--- src/rtl/iee_pkg.sv ---
package iee_pkg;
   localparam logic [7:0] IEE_GPR_OFFSET = 8'h06;
   localparam logic [11:0] IEE_APB_GPR = 12'h018;
   localparam logic [11:0] IEE_APB_STAT = 12'h01C;
   localparam int IEE_SDA_BIT = 6;
   localparam int IEE_SCL_BIT = 7;
   localparam logic [7:0] IEE_GPR_RESET = 8'hC0;
   localparam int IEE_MEM_DEPTH = 16;
   localparam int IEE_MEM_AW = 4;
   localparam int IEE_FIFO_DEPTH = 16;
   localparam logic [6:0] IEE_DEV_CODE = 7'h50;
   localparam logic [3:0] IEE_WR_CYCLES = 4'h2;

   typedef enum logic [2:0] {
      IEE_IDLE = 3'b000,
      IEE_DEVB = 3'b001,
      IEE_ADDR = 3'b010,
      IEE_WDAT = 3'b011,
      IEE_RDAT = 3'b100,
      IEE_SKIP = 3'b101
   } iee_state_e;

   // Edge tests on the previous and current level of a line.
   function automatic logic iee_rise(input logic prev, input logic cur);
      iee_rise = !prev && cur;
   endfunction : iee_rise

   function automatic logic iee_fall(input logic prev, input logic cur);
      iee_fall = prev && !cur;
   endfunction : iee_fall
endpackage : iee_pkg

--- src/rtl/iee_mem_if.sv ---
`timescale 1ns/1ns
// Write requests and read port of the data memory.
interface iee_mem_if;
   logic wr_valid;
   logic wr_ready;
   logic [11:0] wr_word;
   logic [3:0] rd_addr;
   logic [7:0] rd_data;
   modport ctl (output wr_valid, input wr_ready, output wr_word,
      output rd_addr, input rd_data);
   modport mem (input wr_valid, output wr_ready, input wr_word,
      input rd_addr, output rd_data);
endinterface : iee_mem_if

--- src/rtl/iee_fifo.sv ---
`timescale 1ns/1ns
// Write buffer with valid and ready on both sides.
module iee_fifo #(
   parameter int WIDTH = 12,
   parameter int DEPTH = 16
) (
   input wire logic clk,
   input wire logic rst_n,
   input wire logic in_valid,
   output logic in_ready,
   input wire logic [WIDTH-1:0] in_data,
   output logic out_valid,
   input wire logic out_ready,
   output logic [WIDTH-1:0] out_data
);
   localparam int AW = $clog2(DEPTH);
   typedef struct packed {
      logic [AW:0] wp;
      logic [AW:0] rp;
   } iee_fifo_s;
   iee_fifo_s s_r, s_nxt;
   logic [WIDTH-1:0] mem [DEPTH];
   logic full, empty, push, pop;

   // Status flags from pointer difference.
   assign empty = s_r.wp == s_r.rp;
   assign full = (s_r.wp[AW] != s_r.rp[AW]) &&
      (s_r.wp[AW-1:0] == s_r.rp[AW-1:0]);
   assign in_ready = !full;
   assign out_valid = !empty;
   assign out_data = mem[s_r.rp[AW-1:0]];
   assign push = in_valid && !full;
   assign pop = out_ready && !empty;

   // Pointer updates.
   always_comb begin
      s_nxt = s_r;
      if (push) begin
         s_nxt.wp = s_r.wp + 1'b1;
      end
      if (pop) begin
         s_nxt.rp = s_r.rp + 1'b1;
      end
   end

   // Pointer register.
   always_ff @(posedge clk or negedge rst_n) begin
      if (!rst_n) begin
         s_r <= '0;
      end else begin
         s_r <= s_nxt;
      end
   end

   // Storage array, no reset needed.
   always_ff @(posedge clk) begin
      if (push) begin
         mem[s_r.wp[AW-1:0]] <= in_data;
      end
   end
endmodule : iee_fifo

--- src/rtl/iee_mem.sv ---
`timescale 1ns/1ns
// Sixteen byte store, buffered writes and registered read data.
module iee_mem
   import iee_pkg::*;
(
   input wire logic clk,
   input wire logic rst_n,
   iee_mem_if.mem mp
);
   typedef struct packed {
      logic [7:0] rd;
      logic [3:0] busy;
   } iee_mem_s;
   iee_mem_s s_r, s_nxt;
   logic [7:0] cells [IEE_MEM_DEPTH];
   logic q_valid, q_ready;
   logic [11:0] q_word;

   iee_fifo #(.WIDTH(12), .DEPTH(IEE_FIFO_DEPTH)) u_fifo (
      .clk(clk),
      .rst_n(rst_n),
      .in_valid(mp.wr_valid),
      .in_ready(mp.wr_ready),
      .in_data(mp.wr_word),
      .out_valid(q_valid),
      .out_ready(q_ready),
      .out_data(q_word)
   );

   // A programming cycle stalls the drain for a few clocks.
   assign q_ready = s_r.busy == 4'h0;
   assign mp.rd_data = s_r.rd;

   // Read register and write pacing.
   always_comb begin
      s_nxt = s_r;
      s_nxt.rd = cells[mp.rd_addr];
      if (q_valid && q_ready) begin
         s_nxt.busy = IEE_WR_CYCLES;
      end else if (s_r.busy != 4'h0) begin
         s_nxt.busy = s_r.busy - 4'h1;
      end
   end

   always_ff @(posedge clk or negedge rst_n) begin
      if (!rst_n) begin
         s_r <= '0;
      end else begin
         s_r <= s_nxt;
      end
   end

   always_ff @(posedge clk) begin
      if (q_valid && q_ready) begin
         cells[q_word[11:8]] <= q_word[7:0];
      end
   end
endmodule : iee_mem

--- src/rtl/iee_top.sv ---
`timescale 1ns/1ns
// Processor port register with internal two-wire bus to the data memory.
module iee_top
   import iee_pkg::*;
(
   input wire logic SYS_CLK,
   input wire logic RESET_N,
   input wire logic PSEL,
   input wire logic PENABLE,
   input wire logic PWRITE,
   input wire logic [11:0] PADDR,
   input wire logic [31:0] PWDATA,
   output logic [31:0] PRDATA,
   output logic PREADY,
   output logic PSLVERR,
   input wire logic [5:0] EXT_PIN_IN,
   output logic [5:0] EXT_PIN_OUT
);
   typedef struct packed {
      logic [7:0] gpr;
      logic [5:0] p1, p2, p3;
      logic scl_q, sda_q;
      logic sda_drv;
      iee_state_e st;
      logic [3:0] bitc;
      logic [7:0] shf;
      logic rw;
      logic [3:0] addr;
      logic nack;
      logic [31:0] prdata;
      logic pready;
      logic pslverr;
      logic [5:0] pin_out;
      logic wv;
      logic [11:0] ww;
   } iee_top_s;
   iee_top_s s_r, s_nxt;
   iee_mem_if mif ();
   logic scl, sda, scl_hi, start_c, stop_c, rise_c, fall_c;

   iee_mem u_mem (
      .clk(SYS_CLK),
      .rst_n(RESET_N),
      .mp(mif.mem)
   );

   assign scl = s_r.gpr[IEE_SCL_BIT];
   // wired-and of processor and memory drive
   assign sda = s_r.gpr[IEE_SDA_BIT] && !s_r.sda_drv;
   assign scl_hi = s_r.scl_q && scl;
   assign start_c = scl_hi && iee_fall(s_r.sda_q, sda);
   assign stop_c = scl_hi && iee_rise(s_r.sda_q, sda);
   assign rise_c = iee_rise(s_r.scl_q, scl);
   assign fall_c = iee_fall(s_r.scl_q, scl);

   assign mif.rd_addr = s_r.addr;
   assign mif.wr_valid = s_r.wv;
   assign mif.wr_word = s_r.ww;
   assign PRDATA = s_r.prdata;
   assign PREADY = s_r.pready;
   assign PSLVERR = s_r.pslverr;
   assign EXT_PIN_OUT = s_r.pin_out;

   // Bus slave, pin sampling and memory protocol engine.
   always_comb begin
      s_nxt = s_r;
      s_nxt.pready = 1'b0;
      s_nxt.pslverr = 1'b0;
      s_nxt.wv = 1'b0;
      s_nxt.scl_q = scl;
      s_nxt.sda_q = sda;
      s_nxt.p1 = EXT_PIN_IN;
      s_nxt.p2 = s_r.p1;
      s_nxt.p3 = s_r.p2;
      if (s_r.p2 == s_r.p3) begin
         s_nxt.pin_out = s_r.p3;
      end
      // One wait cycle, answer in the second access cycle.
      if (PSEL && PENABLE && !s_r.pready) begin
         s_nxt.pready = 1'b1;
         s_nxt.prdata = 32'h0000_0000;
         unique case (PADDR)
            IEE_APB_GPR: begin
               // data bit 6 and clock bit 7
               s_nxt.prdata = {24'h00_0000, scl, sda, s_r.pin_out};
            end
            IEE_APB_STAT: begin
               s_nxt.prdata = {20'h0_0000, s_r.nack, s_r.bitc,
                  s_r.addr, s_r.st};
               if (PWRITE) begin
                  s_nxt.pslverr = 1'b1;
               end
            end
            default: s_nxt.pslverr = 1'b1;
         endcase
      end
      // port write at handshake
      // The write lands at the edge that samples ready high, no earlier.
      if (PSEL && PENABLE && PWRITE && s_r.pready &&
         PADDR == IEE_APB_GPR) begin
         s_nxt.gpr = PWDATA[7:0];
      end
      if (start_c) begin
         s_nxt.st = IEE_DEVB;
         // The clock fall after a start wraps this to zero, not a bit.
         s_nxt.bitc = 4'hF;
         s_nxt.sda_drv = 1'b0;
      end else if (stop_c) begin
         s_nxt.st = IEE_IDLE;
         s_nxt.sda_drv = 1'b0;
      end else if (s_r.st != IEE_IDLE && s_r.st != IEE_SKIP) begin
         // sample at rising clock, checked stable by start/stop
         if (rise_c && s_r.bitc < 4'h8) begin
            s_nxt.shf = {s_r.shf[6:0], sda};
         end
         if (rise_c && s_r.bitc == 4'h8) begin
            s_nxt.nack = sda;
         end
         // memory changes data only after clock falls
         if (fall_c) begin
            s_nxt.bitc = (s_r.bitc == 4'h8) ? 4'h0 : s_r.bitc + 4'h1;
            s_nxt.sda_drv = 1'b0;
            if (s_r.bitc == 4'h7 && s_r.st != IEE_RDAT) begin
               s_nxt.sda_drv = 1'b1;
               unique case (s_r.st)
                  IEE_DEVB: begin
                     s_nxt.rw = s_r.shf[0];
                     if (s_r.shf[7:1] != IEE_DEV_CODE) begin
                        s_nxt.st = IEE_SKIP;
                        s_nxt.sda_drv = 1'b0;
                     end
                  end
                  IEE_ADDR: begin
                     s_nxt.addr = s_r.shf[3:0];
                  end
                  IEE_WDAT: begin
                     s_nxt.wv = 1'b1;
                     s_nxt.ww = {s_r.addr, s_r.shf};
                     s_nxt.addr = s_r.addr + 4'h1;
                     if (!mif.wr_ready) begin
                        s_nxt.sda_drv = 1'b0;
                     end
                  end
                  default: s_nxt.st = s_r.st;
               endcase
            end
            if (s_r.bitc == 4'h8) begin
               unique case (s_r.st)
                  IEE_DEVB: s_nxt.st = s_r.rw ? IEE_RDAT : IEE_ADDR;
                  IEE_ADDR: s_nxt.st = IEE_WDAT;
                  IEE_RDAT: begin
                     if (s_r.nack) begin
                        s_nxt.st = IEE_SKIP;
                     end
                  end
                  default: s_nxt.st = s_r.st;
               endcase
               if ((s_r.st == IEE_DEVB && s_r.rw) ||
                  (s_r.st == IEE_RDAT && !s_r.nack)) begin
                  s_nxt.shf = mif.rd_data;
                  s_nxt.sda_drv = !mif.rd_data[7];
               end
            end else if (s_r.st == IEE_RDAT && s_r.bitc < 4'h7) begin
               // Each rising clock rotates the byte, so the next bit is on top.
               s_nxt.sda_drv = !s_r.shf[7];
            end else if (s_r.st == IEE_RDAT && s_r.bitc == 4'h7) begin
               // Step early so the registered read port holds the next byte.
               s_nxt.addr = s_r.addr + 4'h1;
            end
         end
      end
   end

   // reset leaves both lines high, bus idle
   always_ff @(posedge SYS_CLK or negedge RESET_N) begin
      if (!RESET_N) begin
         s_r <= '0;
         s_r.gpr <= IEE_GPR_RESET;
         s_r.scl_q <= 1'b1;
         s_r.sda_q <= 1'b1;
      end else begin
         s_r <= s_nxt;
      end
   end
endmodule : iee_top

--- config.mk ---
export PLATFORM = sky130hd
export DESIGN_NAME = iee_top
export DESIGN_NICKNAME = d
export VERILOG_FILES = /design/src/rtl/iee_pkg.sv /design/src/rtl/iee_mem_if.sv /design/src/rtl/iee_fifo.sv /design/src/rtl/iee_mem.sv /design/src/rtl/iee_top.sv
export SDC_FILE = /design/constraint.sdc
export NUM_CORES = 1
export LEC_CHECK = 0
export ABC_AREA = 1
export BUFFER_PORTS_ARGS = -buffer_cell sky130_fd_sc_hd__buf_2
export CAP_MARGIN = 20
export CORE_ASPECT_RATIO = 1.1
export CORE_MARGIN = 3
export CORE_UTILIZATION = 61
export DETAILED_ROUTE_END_ITERATION = 10
export PLACE_DENSITY = 0.87
export SLEW_MARGIN = 25
export SYNTH_ARGS = -nofsm -noshare
export SYNTH_HDL_FRONTEND = slang
export SYNTH_HIERARCHICAL = 1
export SYNTH_SLANG_ARGS = --single-unit
--- constraint.sdc ---
create_clock -name SYS_CLK -period 2.65 [get_ports SYS_CLK]
set_clock_uncertainty 0.1 [all_clocks]
set_input_delay 0 -clock SYS_CLK [delete_from_list [all_inputs] [get_ports SYS_CLK]]
set_output_delay 0 -clock SYS_CLK [all_outputs]
set_load 0.005 [all_outputs]
==> out/results.ini <==
[die]
coreArea_mm2 = 0.0298
placementRows = 66
die_area_mm2 = 0.0327
io_pins = 95
fp.dieW_um = 173
die_y_um = 189
start_util_pct = 62.6

[logic_synthesis]
synth-main-ff-cell = edfxtp_1
syn_avg_cell_area_um2 = 10.1
synth_top_cell_by_area = edfxtp_1
yosysWarningCount = 6
synth_top_cells_by_area = edfxtp_1 52%, dfrtp_1 13%, nand2_1 10%
synth_top_area_share_pct = 51.5
ys_seq_elements = 419
synth_cells = 1854
synth.distinct_cells = 38
ys_seq_area_share_pct = 64.8
netlist_area_mm2 = 0.0187
synth_edf_count = 320
async_flop_share_pct = 23.6
synth_top_cells_by_count = 502 x nand2_1, 320 x edfxtp_1, 195 x inv_1
yosysMostFrequentCell = nand2_1

[layout]
antenna_cells = 0
final_cells = 2366
fin_nets = 1989
syn_to_final_growth_pct = 11.1
layout-drive-gt1-share_pct = 11.6

[timing]
setup_slack_ns = 0.111
clock.fmax_mhz = 394
hold_viol_final = 0
worstMarginPinSlew_ns = 0.796
rsz0062_at_grt = no
maxSlewHeadroom_pct = 46.9
fin_tns_setup_ns = 0
final-setup-viol-count = 0
period_share_pct = 95.8
min_period_ns = 2.54
slew_violations = 0

[clock_tree]
clock_sinks = 419
cts_tree = built
htreeDepth = 2
cts_hold_buf = 18
clkTransAtPathRegs_ns = 0.06
insertion_delay_ns = 0.54
cts_buffers = 42
cts_root_buf = clkbuf_16
cts_buffer_depth = 3
cts_setup_buffers = 0
post_cts_resized = 0

[pwr]
p_sw_w = 0.00257
clkPwrFrac_pct = 43.8
internal_power_w = 0.0103
ir_worst_vdd_v = 0.000654
p_sw_share_pct = 19.9
power.density_mw_per_mm2 = 624
seq_power_share_pct = 54.8
p_comb_share_pct = 1.4
p_leak_nw = 8.26

[detailed_routing]
drt_iter0_markers = 1566
post_drt_wl_per_cell_um = 18.7
drc = 0
routed_wl_mm = 44.3
ant_nets = 0
vias = 13600
first_pass_iters = 8
via_per_inst = 5.75

[setup_path]
cp-start-kind = flip-flop
r2r_start = u_mem/u_fifo/s_r[1]$_DFFE_PN0P_
worstSetupPathType = flip-flop to flip-flop
crit_path_end_kind = flip-flop
critical_path_arrival_ns = 2.52
crit_required_ns = 2.63
cp-startpoint = u_mem/u_fifo/s_r[1]$_DFFE_PN0P_
rr_worst_depth = 9
crit_fanout = 23

[global_routing]
track_usage_pct = 26.4
grt_pass1_wl_mm = 68.6
antenna_found_initial = 0
grt_pass1_vias = 13200
grt_max_degree = 70
overflow = 0

[place]
dp_cells = 2271
dp_hpwl_mm = 26.5
place_ws_ns = 0.243
numPortBuffers = 44
place_congestion = 0.878

[status]
outcome = completed

[worst_hold_path]
hp-start = EXT_PIN_IN[0]
holdPathStages = 2
hold_class = input port to flip-flop

[run]
maxCapViolations = 0

## cells by family after synthesis
kind of cell	count (synthesis)	share of synthesized area [%]
AOI/OAI and AO/OA	172	4.93
xor gates and xnor gates	11	0.517
adders and majority gates	9	0.604
buffers and inverters	325	8.41
DFF	419	64.8
other	1	0.0201
and+or+nand+nor	917	20.7
## per-stage QoR
step | power (W) | instance area (um^2) | hold WS, ns | utilization (%)
after floorplan | 0.00732 | 18700 | -0.396 | -
after global routing | 0.0133 | 20700 | 0.00796 | 69.5
after CTS | 0.0130 | 20700 | 0.00408 | 69.5
after detailed placement | 0.00737 | 19200 | -0.0628 | 64.4
final | 0.0129 | 20700 | 0.00974 | 69.5
after global placement | 0.00736 | 19200 | -0.0704 | 64.4
## final timing paths
kind / endpoint / slack (ns)
worst max-delay path: u_mem/cells[1][4]$_DFFE_PP_ / 0.11
worst min-delay path: s_nxt[83]$_DFF_PN0_ / 0.01
worst max register to register: u_mem/cells[1][4]$_DFFE_PP_ / 0.11
worst min register to register: s_nxt[78]$_DFF_PN0_ / 0.25
max in group asynchronous: s_nxt[76]$_DFFE_PN1P_ / 1.68
min in group asynchronous: EXT_PIN_OUT[3]$_DFFE_PN0N_ / 0.46
## worst max-delay path: stages (launching register included)
cell and delay [ns]:
dfrtp_2 0.45, inv_4 0.25, buf_4 0.30, nor2_1 0.07, o21ai_0 0.08, nand2_1 0.10, nand2_1 0.09, nand2_1 0.07
inv_1 0.10, nand2_1 0.45
## power by group through the flow
stage	sequential, W	clock, W	combinational (W)
6_report	0.00709	0.00566	0.000175
5_1_grt	0.00709	0.00599	0.000197
2_1_floorplan	0.00720	0	0.000121
4_1_cts	0.00709	0.00571	0.000166
3_3_place_gp	0.00722	0	0.000143
3_5_place_dp	0.00722	0	0.000148
## placed cells by master, fill, tap and decap left out, types with 7 or more instances in the layout
cell type / instances
nand3_1: 180
edfxtp_1: 320
ha_1: 9
clkinv_2: 8
o21ai_0: 113
o21ai_2: 10
dfrtp_1: 92
xor2_1: 9
clkbuf_16: 43
nand2_1: 502
dlygate4sd3_1: 17
conb_1: 20
inv_1: 195
inv_2: 11
nor2_2: 11
o21ai_1: 24
buf_4: 57
clkbuf_1: 7
clkinv_1: 12
a21oi_1: 15
nor2_1: 192
buf_2: 43
## area by class of cell
class | count | area [um^2]
Inverter | 210 | 793
Tap cell | 408 | 510
Clock buffer | 52 | 1130
Fill cell | 1884 | 9090
Multi-Input combinational cell | 1129 | 5060
Sequential cell | 419 | 12100
Clock inverter | 25 | 194
Timing Repair Buffer | 123 | 933
## registers in the layout, summed over array words and instances, names as in the netlist, 8 cells and up
register	flops
u_mem/u_fifo/mem	192
u_mem/cells	128
s_r	27
s_nxt	13
PRDATA	12
mif.wr_word	12
u_mem/u_fifo/s_r	10
u_mem/mp.rd_data	8
## routing by layer
metal	wire length, um	vias up	GRT usage, %
met3	4250	164	4.09
met1	15800	6394	32.4
met2	22300	908	46.9
met5	0	-	0
met4	1970	0	11.3
li1	-	6149	-
No activity file was read; power rests on OpenSTA's default activity.
